**src/logic/dld_regs.vh**
```
// Register map, field layout, reset values and timing constants
`ifndef DLD_REGS_VH
`define DLD_REGS_VH

// ----------------------------------------
// Register offsets
// ----------------------------------------
`define DLD_OFS_CLK_DIV        8'h0c
`define DLD_OFS_CH1_WIDTH_LO   8'h0d
`define DLD_OFS_CH1_WIDTH_HI   8'h0e
`define DLD_OFS_CH2_WIDTH_LO   8'h0f
`define DLD_OFS_CH2_WIDTH_HI   8'h10
`define DLD_OFS_CH1_ON_TIME    8'h11
`define DLD_OFS_CH2_ON_TIME    8'h12
`define DLD_OFS_CH1_VIN        8'h13
`define DLD_OFS_CH1_VLED       8'h14
`define DLD_OFS_CH1_LIT        8'h15
`define DLD_OFS_CH1_DARK       8'h16
`define DLD_OFS_CH2_VIN        8'h17
`define DLD_OFS_CH2_VLED       8'h18
`define DLD_OFS_CH2_LIT        8'h19
`define DLD_OFS_CH2_DARK       8'h1a
`define DLD_OFS_TEMP_LO        8'h1b
`define DLD_OFS_TEMP_HI        8'h1c
`define DLD_OFS_DIG_RAIL       8'h1d

// ----------------------------------------
// Field positions and widths
// ----------------------------------------
`define DLD_DIV_SEL_MSB        2
`define DLD_WIDTH_HI_MSB       1
`define DLD_ON_TIME_MSB        5
`define DLD_ADC_RES_MSB        9
`define DLD_ADC_RES_LSB        2

// ----------------------------------------
// Reset values
// ----------------------------------------
`define DLD_RST_DIV_SEL        3'h4
`define DLD_RST_WIDTH_LO       8'h00
`define DLD_RST_WIDTH_HI       2'h0
`define DLD_RST_ON_TIME        6'h07
`define DLD_RST_RESULT         8'h00

// ----------------------------------------
// Divider ratios per select code
// ----------------------------------------
`define DLD_DIV_CODE0          7'd7
`define DLD_DIV_CODE1          7'd8
`define DLD_DIV_CODE2          7'd10
`define DLD_DIV_CODE3          7'd12
`define DLD_DIV_CODE4          7'd16
`define DLD_DIV_CODE5          7'd24
`define DLD_DIV_CODE6          7'd49
`define DLD_DIV_CODE7          7'd98
`define DLD_OSC_FREQ_KHZ       10800

`endif

```
**src/logic/dld_dimming_regs.v**
```verilog
// Dimming generator configuration registers, width generator and measurement map
`timescale 1ns/1ps
`include "dld_regs.vh"

module dld_dimming_regs #(
    parameter CNT_W = 10
) (
    input  wire       REF_CLK,
    input  wire       NRST,
    input  wire [7:0] REG_ADDR,
    input  wire [7:0] REG_WDATA,
    input  wire       REG_WR,
    input  wire       REG_RD,
    output reg  [7:0] REG_RDATA,
    output reg        REG_RVALID,
    input  wire [9:0] ADC_RESULT,
    input  wire [3:0] ADC_INDEX,
    input  wire       ADC_VALID,
    output reg        DIM1_OUT,
    output reg        DIM2_OUT,
    output reg  [5:0] CH1_ON_TIME,
    output reg  [5:0] CH2_ON_TIME,
    output reg  [2:0] DIV_SELECT
);

// ----------------------------------------
// Conversion slot indices
// ----------------------------------------
localparam [3:0] IDX_CH1_VIN  = 4'h0;
localparam [3:0] IDX_CH1_VLED = 4'h1;
localparam [3:0] IDX_CH2_VIN  = 4'h4;
localparam [3:0] IDX_CH2_VLED = 4'h5;
localparam [3:0] IDX_TEMP_LO  = 4'h8;
localparam [3:0] IDX_TEMP_HI  = 4'h9;
localparam [3:0] IDX_DIG_RAIL = 4'ha;

localparam [CNT_W-1:0] CNT_LAST = {CNT_W{1'b1}};

// ----------------------------------------
// Helper functions
// ----------------------------------------
// Top eight bits of a conversion
function [7:0] upper_byte;
    input [9:0] res;
    begin
        upper_byte = res[`DLD_ADC_RES_MSB:`DLD_ADC_RES_LSB];
    end
endfunction

// Level of a channel for a counter value
function dim_level;
    input [CNT_W-1:0] cnt;
    input [CNT_W-1:0] width;
    begin
        dim_level = (cnt < width);
    end
endfunction

// ----------------------------------------
// Storage
// ----------------------------------------
reg  [7:0]       ch1_width_lo;
reg  [1:0]       ch1_width_hi;
reg  [7:0]       ch2_width_lo;
reg  [1:0]       ch2_width_hi;
reg  [CNT_W-1:0] ch1_width_live;
reg  [CNT_W-1:0] ch2_width_live;
reg              ch1_lo_seen;
reg              ch1_hi_seen;
reg              ch2_lo_seen;
reg              ch2_hi_seen;
reg  [CNT_W-1:0] period_cnt;
reg  [7:0]       ch1_vin;
reg  [7:0]       ch1_vled;
reg  [7:0]       ch1_lit;
reg  [7:0]       ch1_dark;
reg  [7:0]       ch2_vin;
reg  [7:0]       ch2_vled;
reg  [7:0]       ch2_lit;
reg  [7:0]       ch2_dark;
reg  [7:0]       temp_lo;
reg  [7:0]       temp_hi;
reg  [7:0]       dig_rail;
reg  [7:0]       next_rdata;

wire             dim_tick;
wire             period_end;
wire [CNT_W-1:0] next_cnt;
wire             ch1_load;
wire             ch2_load;
wire [CNT_W-1:0] ch1_width_use;
wire [CNT_W-1:0] ch2_width_use;
wire             next_dim1;
wire             next_dim2;
wire [7:0]       adc_byte;

// ----------------------------------------
// Write strobes
// ----------------------------------------
wire wr_div    = REG_WR && (REG_ADDR == `DLD_OFS_CLK_DIV);
wire wr_ch1_lo = REG_WR && (REG_ADDR == `DLD_OFS_CH1_WIDTH_LO);
wire wr_ch1_hi = REG_WR && (REG_ADDR == `DLD_OFS_CH1_WIDTH_HI);
wire wr_ch2_lo = REG_WR && (REG_ADDR == `DLD_OFS_CH2_WIDTH_LO);
wire wr_ch2_hi = REG_WR && (REG_ADDR == `DLD_OFS_CH2_WIDTH_HI);
wire wr_ch1_on = REG_WR && (REG_ADDR == `DLD_OFS_CH1_ON_TIME);
wire wr_ch2_on = REG_WR && (REG_ADDR == `DLD_OFS_CH2_ON_TIME);

// ----------------------------------------
// Dimming clock
// ----------------------------------------
// derived from block oscillator
dld_prescaler dld_prescaler_i (
    .clk   (REF_CLK),
    .rst_n (NRST),
    .sel   (DIV_SELECT),
    .tick  (dim_tick)
);

// ----------------------------------------
// Control registers
// ----------------------------------------
always @(posedge REF_CLK or negedge NRST) begin
    if (!NRST) begin
        DIV_SELECT   <= `DLD_RST_DIV_SEL;
        ch1_width_lo <= `DLD_RST_WIDTH_LO;
        ch1_width_hi <= `DLD_RST_WIDTH_HI;
        ch2_width_lo <= `DLD_RST_WIDTH_LO;
        ch2_width_hi <= `DLD_RST_WIDTH_HI;
        CH1_ON_TIME  <= `DLD_RST_ON_TIME;
        CH2_ON_TIME  <= `DLD_RST_ON_TIME;
    end else begin
        // select field bits 2 to 0
        if (wr_div) begin
            DIV_SELECT <= REG_WDATA[`DLD_DIV_SEL_MSB:0];
        end
        if (wr_ch1_lo) begin
            ch1_width_lo <= REG_WDATA;
        end
        if (wr_ch1_hi) begin
            ch1_width_hi <= REG_WDATA[`DLD_WIDTH_HI_MSB:0];
        end
        if (wr_ch2_lo) begin
            ch2_width_lo <= REG_WDATA;
        end
        if (wr_ch2_hi) begin
            ch2_width_hi <= REG_WDATA[`DLD_WIDTH_HI_MSB:0];
        end
        if (wr_ch1_on) begin
            CH1_ON_TIME <= REG_WDATA[`DLD_ON_TIME_MSB:0];
        end
        if (wr_ch2_on) begin
            CH2_ON_TIME <= REG_WDATA[`DLD_ON_TIME_MSB:0];
        end
    end
end

// ----------------------------------------
// Period counter
// ----------------------------------------
assign period_end = dim_tick && (period_cnt == CNT_LAST);
assign next_cnt   = dim_tick ? period_cnt + {{(CNT_W-1){1'b0}}, 1'b1} : period_cnt;

always @(posedge REF_CLK or negedge NRST) begin
    if (!NRST) begin
        period_cnt <= {CNT_W{1'b0}};
    end else begin
        period_cnt <= next_cnt;
    end
end

// ----------------------------------------
// Width staging
// ----------------------------------------
// A byte written in the load cycle arms the next load, so it is never lost
assign ch1_load = period_end && ch1_lo_seen && ch1_hi_seen;
assign ch2_load = period_end && ch2_lo_seen && ch2_hi_seen;
assign ch1_width_use = ch1_load ? {ch1_width_hi, ch1_width_lo} : ch1_width_live;
assign ch2_width_use = ch2_load ? {ch2_width_hi, ch2_width_lo} : ch2_width_live;

always @(posedge REF_CLK or negedge NRST) begin
    if (!NRST) begin
        ch1_lo_seen    <= 1'b0;
        ch1_hi_seen    <= 1'b0;
        ch2_lo_seen    <= 1'b0;
        ch2_hi_seen    <= 1'b0;
        ch1_width_live <= {CNT_W{1'b0}};
        ch2_width_live <= {CNT_W{1'b0}};
    end else begin
        ch1_lo_seen    <= wr_ch1_lo || (ch1_lo_seen && !ch1_load);
        ch1_hi_seen    <= wr_ch1_hi || (ch1_hi_seen && !ch1_load);
        ch2_lo_seen    <= wr_ch2_lo || (ch2_lo_seen && !ch2_load);
        ch2_hi_seen    <= wr_ch2_hi || (ch2_hi_seen && !ch2_load);
        ch1_width_live <= ch1_width_use;
        ch2_width_live <= ch2_width_use;
    end
end

// ----------------------------------------
// Dimming outputs
// ----------------------------------------
assign next_dim1 = dim_level(next_cnt, ch1_width_use);
assign next_dim2 = dim_level(next_cnt, ch2_width_use);

always @(posedge REF_CLK or negedge NRST) begin
    if (!NRST) begin
        DIM1_OUT <= 1'b0;
        DIM2_OUT <= 1'b0;
    end else begin
        DIM1_OUT <= next_dim1;
        DIM2_OUT <= next_dim2;
    end
end

// ----------------------------------------
// Measurement capture
// ----------------------------------------
// keep top eight result bits
assign adc_byte = upper_byte(ADC_RESULT);

always @(posedge REF_CLK or negedge NRST) begin
    if (!NRST) begin
        ch1_vin  <= `DLD_RST_RESULT;
        ch1_vled <= `DLD_RST_RESULT;
        ch2_vin  <= `DLD_RST_RESULT;
        ch2_vled <= `DLD_RST_RESULT;
        temp_lo  <= `DLD_RST_RESULT;
        temp_hi  <= `DLD_RST_RESULT;
        dig_rail <= `DLD_RST_RESULT;
    end else if (ADC_VALID) begin
        case (ADC_INDEX)
            IDX_CH1_VIN: begin
                ch1_vin <= adc_byte;
            end
            IDX_CH1_VLED: begin
                ch1_vled <= adc_byte;
            end
            IDX_CH2_VIN: begin
                ch2_vin <= adc_byte;
            end
            IDX_CH2_VLED: begin
                ch2_vled <= adc_byte;
            end
            IDX_TEMP_LO: begin
                temp_lo <= adc_byte;
            end
            IDX_TEMP_HI: begin
                temp_hi <= adc_byte;
            end
            IDX_DIG_RAIL: begin
                dig_rail <= adc_byte;
            end
            default: begin
                dig_rail <= dig_rail;
            end
        endcase
    end
end

// Lit and dark slots copy the latest LED reading at the edge, so they
// show the level that held just before the output switched
// capture before falling and rising edges
always @(posedge REF_CLK or negedge NRST) begin
    if (!NRST) begin
        ch1_lit  <= `DLD_RST_RESULT;
        ch1_dark <= `DLD_RST_RESULT;
        ch2_lit  <= `DLD_RST_RESULT;
        ch2_dark <= `DLD_RST_RESULT;
    end else begin
        if (DIM1_OUT && !next_dim1) begin
            ch1_lit <= ch1_vled;
        end
        if (!DIM1_OUT && next_dim1) begin
            ch1_dark <= ch1_vled;
        end
        if (DIM2_OUT && !next_dim2) begin
            ch2_lit <= ch2_vled;
        end
        if (!DIM2_OUT && next_dim2) begin
            ch2_dark <= ch2_vled;
        end
    end
end

// ----------------------------------------
// Read mux
// ----------------------------------------
// reserved bits read zero
// high width bits 7 to 2 read zero
always @* begin
    case (REG_ADDR)
        `DLD_OFS_CLK_DIV:      next_rdata = {5'h00, DIV_SELECT};
        `DLD_OFS_CH1_WIDTH_LO: next_rdata = ch1_width_lo;
        `DLD_OFS_CH1_WIDTH_HI: next_rdata = {6'h00, ch1_width_hi};
        `DLD_OFS_CH2_WIDTH_LO: next_rdata = ch2_width_lo;
        `DLD_OFS_CH2_WIDTH_HI: next_rdata = {6'h00, ch2_width_hi};
        `DLD_OFS_CH1_ON_TIME:  next_rdata = {2'h0, CH1_ON_TIME};
        `DLD_OFS_CH2_ON_TIME:  next_rdata = {2'h0, CH2_ON_TIME};
        `DLD_OFS_CH1_VIN:      next_rdata = ch1_vin;
        `DLD_OFS_CH1_VLED:     next_rdata = ch1_vled;
        `DLD_OFS_CH1_LIT:      next_rdata = ch1_lit;
        `DLD_OFS_CH1_DARK:     next_rdata = ch1_dark;
        `DLD_OFS_CH2_VIN:      next_rdata = ch2_vin;
        `DLD_OFS_CH2_VLED:     next_rdata = ch2_vled;
        `DLD_OFS_CH2_LIT:      next_rdata = ch2_lit;
        `DLD_OFS_CH2_DARK:     next_rdata = ch2_dark;
        `DLD_OFS_TEMP_LO:      next_rdata = temp_lo;
        `DLD_OFS_TEMP_HI:      next_rdata = temp_hi;
        `DLD_OFS_DIG_RAIL:     next_rdata = dig_rail;
        default:               next_rdata = 8'h00;
    endcase
end

// Read data is held until the next read so a slow host can sample it
always @(posedge REF_CLK or negedge NRST) begin
    if (!NRST) begin
        REG_RDATA  <= 8'h00;
        REG_RVALID <= 1'b0;
    end else begin
        REG_RVALID <= REG_RD;
        if (REG_RD) begin
            REG_RDATA <= next_rdata;
        end
    end
end

endmodule

```
**src/logic/dld_prescaler.v**
```verilog
// Dimming clock prescaler: one tick per selected number of oscillator cycles
`timescale 1ns/1ps
`include "dld_regs.vh"

module dld_prescaler (
    input  wire       clk,
    input  wire       rst_n,
    input  wire [2:0] sel,
    output reg        tick
);

// ----------------------------------------
// Ratio lookup
// ----------------------------------------
function [6:0] ratio;
    input [2:0] code;
    begin
        case (code)
            3'h0: ratio = `DLD_DIV_CODE0;
            3'h1: ratio = `DLD_DIV_CODE1;
            3'h2: ratio = `DLD_DIV_CODE2;
            3'h3: ratio = `DLD_DIV_CODE3;
            3'h4: ratio = `DLD_DIV_CODE4;
            3'h5: ratio = `DLD_DIV_CODE5;
            3'h6: ratio = `DLD_DIV_CODE6;
            default: ratio = `DLD_DIV_CODE7;
        endcase
    end
endfunction

reg  [6:0] count;
reg  [2:0] sel_seen;
wire [6:0] last = ratio(sel) - 7'h01;

// ----------------------------------------
// Divider counter
// ----------------------------------------
// ratio from select code
// A select change restarts the count, so the first tick after it comes a full new ratio later
always @(posedge clk or negedge rst_n) begin
    if (!rst_n) begin
        count    <= 7'h00;
        sel_seen <= `DLD_RST_DIV_SEL;
        tick     <= 1'b0;
    end else begin
        sel_seen <= sel;
        if (sel != sel_seen || count >= last) begin
            count <= 7'h00;
        end else begin
            count <= count + 7'h01;
        end
        tick <= (sel == sel_seen) && (count >= last);
    end
end

endmodule

```
**config.mk**
```make
export PLATFORM = sky130hd
export DESIGN_NAME = dld_dimming_regs
export DESIGN_NICKNAME = d
export VERILOG_FILES = /design/src/logic/dld_dimming_regs.v /design/src/logic/dld_prescaler.v
export VERILOG_INCLUDE_DIRS = /design/src /design/src/logic
export SDC_FILE = /design/constraint.sdc
export NUM_CORES = 1
export LEC_CHECK = 0
export BUFFER_PORTS_ARGS = -buffer_cell sky130_fd_sc_hd__buf_2
export CAP_MARGIN = 20
export CORE_ASPECT_RATIO = 0.6
export CORE_UTILIZATION = 60
export DETAILED_ROUTE_END_ITERATION = 10
export PLACE_DENSITY = 0.79
export SKIP_CTS_REPAIR_TIMING = 1
export SKIP_LAST_GASP = 1
export SLEW_MARGIN = 20
export SYNTH_ARGS = -nofsm -noshare
export SYNTH_HDL_FRONTEND = slang
export SYNTH_HIERARCHICAL = 1
export SYNTH_SLANG_ARGS = --single-unit
```
**constraint.sdc**
```tcl
create_clock -name REF_CLK -period 5.1 [get_ports REF_CLK]
set_clock_uncertainty 0.15 [all_clocks]
set_input_delay 1.53 -clock REF_CLK [delete_from_list [all_inputs] [get_ports REF_CLK]]
set_output_delay 1.53 -clock REF_CLK [all_outputs]
set_load 0.01 [all_outputs]
```
==> results of run 1 <==
[stage by stage]
step,utilization [%],setup WS [ns],hold slack (ns)
floorplan,-,1.30,0.271
global placement,66.9,1.00,0.291
detailed placement,66.9,0.913,0.305
CTS,71.2,0.879,0.312
global route,71.2,0.659,0.317
finish,71.2,0.795,0.307
[cells by family after synthesis]
kind of cell             count (synthesis)  share of synthesized area (%)
multiplexers                           173                           22.4
flip-flops                             179                           50.9
XOR/XNOR                                18                           1.79
AND/OR/NAND/NOR                        153                           9.87
AO/OA/AOI/OAI                          107                           8.67
adder cells (fa/ha/maj)                 27                           3.83
buffers and inverters                   57                           2.46
[worst min-delay path by stage]
stage | startpoint | endpoint | slack [ns] | cells past startpoint
5_1_grt | DIV_SELECT[2] | dld_prescaler_i/sel_seen[2] | 0.32 | 0
6_report | DIV_SELECT[2] | dld_prescaler_i/sel_seen[2] | 0.31 | 0
4_1_cts | DIV_SELECT[2] | dld_prescaler_i/sel_seen[2] | 0.31 | 0
2_1_floorplan | DIV_SELECT[2] | dld_prescaler_i/sel_seen[2] | 0.27 | 0
3_5_place_dp | DIV_SELECT[2] | dld_prescaler_i/sel_seen[2] | 0.31 | 0
3_3_place_gp | DIV_SELECT[2] | dld_prescaler_i/sel_seen[2] | 0.29 | 0
[power by group]
| group | internal (uW) | switching (uW) | total (uW) | leakage (uW) |
|---|---|---|---|---|
| registers | 1720 | 216 | 1940 | 0.00228 |
| clock network | 746 | 578 | 1320 | 0.000296 |
| logic | 636 | 619 | 1260 | 0.00214 |
| total | 3100 | 1410 | 4520 | 0.00472 |
[per-layer routing]
layer | GRT usage [%] | routed length [um] | share of wire [%]
met1 | 48.7 | 10500 | 44
met5 | 0 | 0 | 0
met4 | 10.3 | 396 | 1.7
met3 | 10.2 | 2670 | 11
met2 | 49.4 | 10400 | 43
[placed cells by master, fill, tap and decap left out, drive strengths merged, types with 4 or more instances in the layout]
master | netlist | final
dfstp | 8 | 8
a32oi | 4 | 4
and3 | 6 | 6
o21ai | 15 | 15
o211ai | 5 | 5
dfrtp | 171 | 171
nor2 | 22 | 22
nand3 | 25 | 25
mux2i | 27 | 27
clkinv | 0 | 6
a21oi | 20 | 20
mux2 | 143 | 143
o22ai | 4 | 4
a22oi | 14 | 14
nand2 | 26 | 26
ha | 27 | 27
a22o | 5 | 5
and2 | 4 | 4
a31oi | 6 | 6
nor3b | 4 | 4
buf | 9 | 73
nor2b | 14 | 14
a221oi | 4 | 4
nand2b | 6 | 6
o21a | 5 | 5
xor2 | 12 | 12
nand3b | 6 | 6
inv | 28 | 33
clkbuf | 20 | 19
nor3 | 9 | 9
nor4 | 5 | 5
xnor2 | 6 | 6
nand4 | 11 | 11
[flip-flops by register name (all words and copies together) (netlist names), 3 cells and up]
signal,cells
ch2_width_live,10
DIV_SELECT,3
dld_prescaler_i/count,7
ch1_vin,8
ch1_vled,8
ch2_width_lo,8
ch2_lit,8
ch1_width_live,10
CH2_ON_TIME,6
temp_hi,8
ch1_dark,8
CH1_ON_TIME,6
REG_RDATA,8
dig_rail,8
ch2_vled,8
ch2_dark,8
ch1_lit,8
temp_lo,8
ch2_vin,8
period_cnt,10
ch1_width_lo,8
dld_prescaler_i/sel_seen,3
[worst max-delay path: cells and delay by family, from the launching register on]
family / cells / cell delay, ns
AOI/OAI and AO/OA: 3 / 0.59
adders and majority gates: 2 / 0.55
buffers and inverters: 1 / 0.30
DFF: 1 / 0.39
muxes: 2 / 0.88
and+or+nand+nor: 3 / 1.31
[final cells by class]
class / count / area [um2]
flip-flops and latches: 179 / 4490
multi-input cells: 478 / 4130
fillers: 954 / 4030
clock buffers: 19 / 443
repair buffers: 73 / 409
well taps: 192 / 240
clock inverters: 13 / 150
inverters: 28 / 105
==> flow_summary.toml, run 1 <==
[status]
status = "complete, no violations"

[yosys]
yosysWarnings = 6
yosys.area.top_type = "dfrtp_1"
postSynthNetCount = 776
synth_flop_cell = "dfrtp_1"
synth_top_area_share_pct = 48.6
netlist_instances = 714
synth_area_per_cell_um2 = 12.3
yosys-top-cells-area = "dfrtp_1 49%, mux2_2 17%, ha_1 3.8%"
async_reset_ff_share_pct = 100
syn_area_um2 = 8810
synth_common_cells = "171 x dfrtp_1, 135 x mux2_2, 28 x inv_1"
yosysUniqueCellTypes = 65
ys_seq_area_share_pct = 50.9
yosys_register_bits = 179
yosysMostFrequentCell = "dfrtp_1"
synth_edf_count = 0

[timing]
setup_tns_ns = 0
rsz0062_at_grt = "no"
hold_viol = 0
setup_viol = 0
slew_viol_final = 0
fin_crit_sh_pct = 84.4
clock.fmax_mhz = 232
slew_headroom_pct = 35.0
min_period_ns = 4.30
worstMarginPinSlew_ns = 0.971

[critical_path]
rrSetupSlack_ns = 0.80
cp.required_ns = 5.26
end_kind = "flip-flop"
critical_path.startpoint_type = "flip-flop"
crit_start = "period_cnt[0]"
crit_chain = "ha_1 -> nand4_1 -> nor4_2 -> buf_4 -> mux2i_1 -> ha_1 -> a211oi_1 -> o21a_1 -> o221ai_1 -> nor3_2 -> mux2_2"
cp_slowest_stage_delay_ns = 0.74
crit_type = "reg -> reg"
r2r_cells = 11
crit_end = "ch1_dark[7]"
arrival_ns = 4.46
cpMostUsedCell = "ha_1"
cp_max_fo = 12
r2r_end = "ch1_dark[7]"
crit_slowest_cell = "nor3_2"
rr_startpoint = "period_cnt[0]"

[clock_network]
cts_made_buffers = 17
cts-root-buf = "clkbuf_16"
h-tree-depth = 4
cts_tree = "done"
clkTransAtPathRegs_ns = 0.07
clockBufferDepth = 2
clock-sinks = 179
clock_latency_ns = 0.43

[drt]
drt.antenna.violating_nets = 0
num_vias = 6423
drc = 0
via_per_inst = 6.54
first_iter_violations = 591
wire_per_inst_um = 24.4
first_pass_iters = 5
routed_wl_um = 23900

[grt]
grt_overflow = 0
grt_max_degree = 82
grt_pass1_wl_um = 36700
antenna_found_initial = 0
grt_pass1_vias = 6388
grtUsageTotal_pct = 33.9

[place]
numPortBuffers = 58
dp.cells = 949
hpwlAfterDp_um = 17200
gp_congestion = 0.998
place_area_um2 = 9370

[power_and_ir_drop]
power_uw = 4520
peakVddDrop_v = 0.000217
powerDensity_nw_per_um2 = 453
p_leak_uw = 0.00472

[floorplanning]
start_util_pct = 63.0
num_io_pins = 61
fp.dieH_um = 95.9
core_um2 = 14000
core.rowCount = 33
fp.dieW_um = 158
die_area_um2 = 15200

[finish]
stdcell_count = 982
fin_area_um2 = 9970
syn2layout_area_growth_pct = 13.1
drive_gt1_share_pct = 34.7
antenna_cells = 0
nNetsFinal = 839

[hold_path]
hp-class = "reg -> reg"

[flow_run]
cap_violations = 0
Note: power is estimated with default switching activity, not from simulation.
==> run 2: changes to the inputs <==
- ABC_AREA: default -> 1
- clock period: 5.1 -> 4.4 ns (I/O delays scaled with it)
==> run 2 against run 1 <==
Clock power up 12%. Register-to-register slack worse by 0.15 ns. Flip-flop and latch count unchanged. Via count up 16%. Synthesized cell count up 45%. First-iteration DRC count up 31%. Global-route usage down 0.44 points. Hold slack worse by 0.027 ns. Largest power group unchanged.
==> flow_summary.toml, run 2 <==
[drt]
drc = 0
num_vias = 7425
via_per_inst = 5.69
first_iter_violations = 776
wire_per_inst_um = 17.8
first_pass_iters = 5
drt.antenna.violating_nets = 0
routed_wl_um = 23200

[yosys]
netlist_instances = 1037
postSynthNetCount = 1099
synth_common_cells = "332 x nand2_1, 171 x dfrtp_1, 112 x o21ai_0"
yosys_register_bits = 179
synth_edf_count = 0
async_reset_ff_share_pct = 100
yosysUniqueCellTypes = 37
ys_seq_area_share_pct = 51.7
syn_area_um2 = 8690
yosysWarnings = 6
synth_top_area_share_pct = 49.2
yosys.area.top_type = "dfrtp_1"
yosysMostFrequentCell = "nand2_1"
yosys-top-cells-area = "dfrtp_1 49%, nand2_1 14%, o21ai_0 6.5%"
synth_flop_cell = "dfrtp_1"
synth_area_per_cell_um2 = 8.38

[timing]
hold_viol = 0
worstMarginPinSlew_ns = 1.05
slew_headroom_pct = 29.8
fin_crit_sh_pct = 85.3
slew_viol_final = 0
setup_tns_ns = 0
rsz0062_at_grt = "no"
min_period_ns = 3.75
clock.fmax_mhz = 266
setup_viol = 0

[finish]
nNetsFinal = 1163
antenna_cells = 0
syn2layout_area_growth_pct = 12.6
stdcell_count = 1306
mostFrequentLayoutCell = "nand2_1"
fin_area_um2 = 9780
drive_gt1_share_pct = 13.6
layout_common_cells = "332 x nand2_1, 171 x dfrtp_1, 112 x o21ai_0, 97 x inv_1, 61 x nor2_1"
top_regs = "ch1_width_live x10, ch2_width_live x10, period_cnt x10"

[floorplanning]
start_util_pct = 62.6
fp.dieW_um = 157
fp.dieH_um = 95.2
core_um2 = 13900
num_io_pins = 61
die_area_um2 = 15000
core.rowCount = 33

[clock_network]
cts_tree = "done"
clockBufferDepth = 2
clock_latency_ns = 0.43
cts-root-buf = "clkbuf_16"
clkTransAtPathRegs_ns = 0.07
h-tree-depth = 4
cts_made_buffers = 17
clock-sinks = 179

[place]
gp_congestion = 0.915
hpwlAfterDp_um = 17300
numPortBuffers = 58
dp.cells = 1274
place_area_um2 = 9210

[grt]
grt_pass1_wl_um = 36600
grt_max_degree = 68
grt_pass1_vias = 6674
grt_overflow = 0
grtUsageTotal_pct = 33.4
antenna_found_initial = 1

[critical_path]
r2r_cells = 17
crit_type = "reg -> reg"
arrival_ns = 3.92
end_kind = "flip-flop"
critical_path.startpoint_type = "flip-flop"
cp.required_ns = 4.57
cp_max_fo = 10

[power_and_ir_drop]
p_leak_uw = 0.00511
peakVddDrop_v = 0.000312
powerDensity_nw_per_um2 = 515

[hold_path]
whs_path_depth = 0
hp-class = "reg -> reg"

[flow_run]
cap_violations = 0

[status]
status = "complete, no violations"
[run 2: final timing paths]
kind                                               end  slack, ns           from
max in group asynchronous                  dig_rail[2]       2.51           NRST
min in group asynchronous     dld_prescaler_i/count[3]       0.72           NRST
hold / removal             dld_prescaler_i/sel_seen[2]       0.28  DIV_SELECT[2]
setup / recovery                            ch1_lit[4]       0.65  period_cnt[0]
hold reg to reg            dld_prescaler_i/sel_seen[2]       0.28  DIV_SELECT[2]
setup reg to reg                            ch1_lit[4]       0.65  period_cnt[0]
[run 2: routing by layer]
layer	share of wire [%]	global-route usage, %	wire length [um]
met2	39	43.5	9040
met3	12	9.32	2770
met5	0	0	0
met1	48	52.8	11100
met4	1.4	10.0	317
[run 2: kinds of logic (layout without fill, tap and decap cells)]
logic type | Yosys count | after routing | share of synthesized area [%]
DFF | 179 | 179 | 51.7
AOI/OAI and AO/OA | 154 | 154 | 9.29
buffers and inverters | 122 | 199 | 5.37
xor gates and xnor gates | 14 | 14 | 1.41
adders and majority gates | 27 | 27 | 3.89
and+or+nand+nor | 541 | 541 | 28.4
[run 2: cell type report]
class | count | area, um2
clock buffer | 22 | 474
clock inverter | 10 | 97.6
fill | 1129 | 4090
inverter | 101 | 379
multi-input combinational | 736 | 3730
sequential | 179 | 4490
tap | 192 | 240
timing repair buffer | 66 | 369
[run 2: power by group]
group | internal (uW) | leakage, uW | switching (uW)
logic | 438 | 0.00255 | 881
clock network | 830 | 0.000274 | 654
registers | 1960 | 0.00230 | 269
[run 2: per-stage QoR]
step	total power, uW	utilization, %	setup slack [ns]	hold slack [ns]
6_report	5030	70.5	0.647	0.279
5_1_grt	5300	70.5	0.560	0.285
3_5_place_dp	3540	66.4	0.691	0.282
2_1_floorplan	3140	-	1.48	0.267
3_3_place_gp	3490	66.4	0.815	0.277
4_1_cts	5020	70.5	0.802	0.278
[run 2: critical path, stage by stage (launching register included)]
cell and delay (ns):
dfrtp_1 0.43, ha_1 0.20, nand2_2 0.09, nor2_4 0.16
nand2_4 0.09, nor2_8 0.15, nand3_2 0.09, inv_1 0.23
or2_2 0.16, o21ai_0 0.22, ha_1 0.39, nand4_1 0.15
nor3_1 0.50, nand2_4 0.24, nand2_8 0.16, nand2_8 0.08
nand2_1 0.09, nand2_1 0.04
==> run 3: changes to the inputs <==
- ABC_AREA: 1 -> default
==> run 3 against run 2 <==
Non-clock buffer count grew 18. Clock-buffer cell count is 2 lower. First-iteration DRC count down 20%. Register-to-register slack lost 0.25 ns. Sequential share of layout area decreased by 1.3 points. Critical path type unchanged. Largest cell class unchanged.
==> flow_summary.toml, run 3 (synthesis results as in run 1) <==
[status]
status = "complete, no violations"

[critical_path]
worst-path-buf-inv = 2
end_kind = "flip-flop"
cp_max_fo = 12
crit_slowest_cell = "or4_1"
crit_chain = "ha_1 -> nand4_1 -> nor4_4 -> buf_4 -> mux2i_1 -> ha_1 -> and4_1 -> o211ai_1 -> a21boi_0 -> or4_1 -> buf_4 -> mux2_4"
critical_path.startpoint_type = "flip-flop"
cp_slowest_stage_delay_ns = 0.47
rrSetupSlack_ns = 0.40
critical-path-top-delay-family = "simple AND/OR/NAND/NOR gates"
cp.required_ns = 4.55
arrival_ns = 4.15
crit_type = "reg -> reg"

[timing]
fin_crit_sh_pct = 90.9
slew_viol_final = 0
setup_viol = 0
min_period_ns = 4.00
hold_viol = 0
rsz0062_at_grt = "no"
slew_headroom_pct = 34.2
clock.fmax_mhz = 250
setup_tns_ns = 0
setup_slack_ns = 0.398
worstMarginPinSlew_ns = 0.983

[clock_network]
cts_made_buffers = 17
cts-root-buf = "clkbuf_16"
h-tree-depth = 4
cts_tree = "done"
clkTransAtPathRegs_ns = 0.07
clock-sinks = 179
clockBufferDepth = 2
clock_latency_ns = 0.42

[finish]
antenna_cells = 0
layout_common_cells = "171 x dfrtp_1, 135 x mux2_2, 57 x buf_2, 28 x inv_1"
mostFrequentLayoutCell = "dfrtp_1"
top_regs = "ch1_width_live x10, ch2_width_live x10, period_cnt x10"
nNetsFinal = 850
stdcell_count = 993
syn2layout_area_growth_pct = 14.2
drive_gt1_share_pct = 35.5

[floorplanning]
core_um2 = 14000
fp.dieH_um = 95.9
fp.dieW_um = 158
die_area_um2 = 15200
num_io_pins = 61
start_util_pct = 63.0
core.rowCount = 33

[grt]
grt_pass1_wl_um = 35300
grt_max_degree = 92
antenna_found_initial = 0
grt_pass1_vias = 6323
grtUsageTotal_pct = 32.1
grt_overflow = 0

[power_and_ir_drop]
powerDensity_nw_per_um2 = 522
p_leak_uw = 0.00476
peakVddDrop_v = 0.000257

[drt]
first_iter_violations = 623
routed_wl_um = 22800
drt.antenna.violating_nets = 0
drc = 0
via_per_inst = 6.45
num_vias = 6402
first_pass_iters = 5
wire_per_inst_um = 23.0

[place]
hpwlAfterDp_um = 16700
dp.cells = 961
dpl_worst_slack_ns = 0.490
gp_congestion = 0.901
numPortBuffers = 58

[hold_path]
hp-class = "reg -> reg"

[flow_run]
cap_violations = 0
[run 3: cell count changes in the layout (fill, tap and decap cells not counted), sizes merged, moves of 14 or more]
cell	before	now
nor2	69	22
mux2i	0	27
nor2b	0	14
buf	66	84
mux2	0	143
nand2	343	26
nand3	58	25
a22oi	0	14
nand4	40	11
o21ai	119	15
inv	101	36
[run 3: area by class of cell]
class | instances | area, um2
Timing Repair Buffer | 84 | 504
Clock buffer | 20 | 467
Tap cell | 192 | 240
Fill cell | 947 | 3940
Inverter | 28 | 105
Sequential cell | 179 | 4490
Multi-Input combinational cell | 478 | 4120
Clock inverter | 12 | 136
[run 3: path summary, 6_finish.rpt]
path	startpoint	end	cells past startpoint
worst max register to register	period_cnt[0]	ch2_dark[6]	12
worst min register to register	DIV_SELECT[2]	dld_prescaler_i/sel_seen[2]	0
worst max-delay path	period_cnt[0]	ch2_dark[6]	12
worst min-delay path	DIV_SELECT[2]	dld_prescaler_i/sel_seen[2]	0
min in group asynchronous	NRST	dld_prescaler_i/count[5]	1
max in group asynchronous	NRST	CH1_ON_TIME[1]	2
[run 3: per-stage QoR]
step	instance area (um2)	utilization, %	hold slack (ns)	total power [uW]
finish	10100	71.9	0.302	5250
global route	10100	71.9	0.313	5480
global placement	9460	67.6	0.294	3630
CTS	10100	71.9	0.303	5240
detailed placement	9460	67.6	0.293	3720
floorplan	8810	-	0.271	3240
[run 3: power breakdown]
group / switching, uW / internal [uW] / leakage, uW
combinational: 716 / 763 / 0.00219
sequential: 252 / 1990 / 0.00228
clock: 677 / 850 / 0.000292
[run 3: metal layers]
layer / vias to the layer above / GRT usage, % / part of all wire, %
li1: 2798 / - / -
met1: 3245 / 48.1 / 46
met2: 323 / 44.7 / 42
met3: 34 / 8.33 / 10
met4: 2 / 10.5 / 1.8
met5: - / 3.74 / 0.22
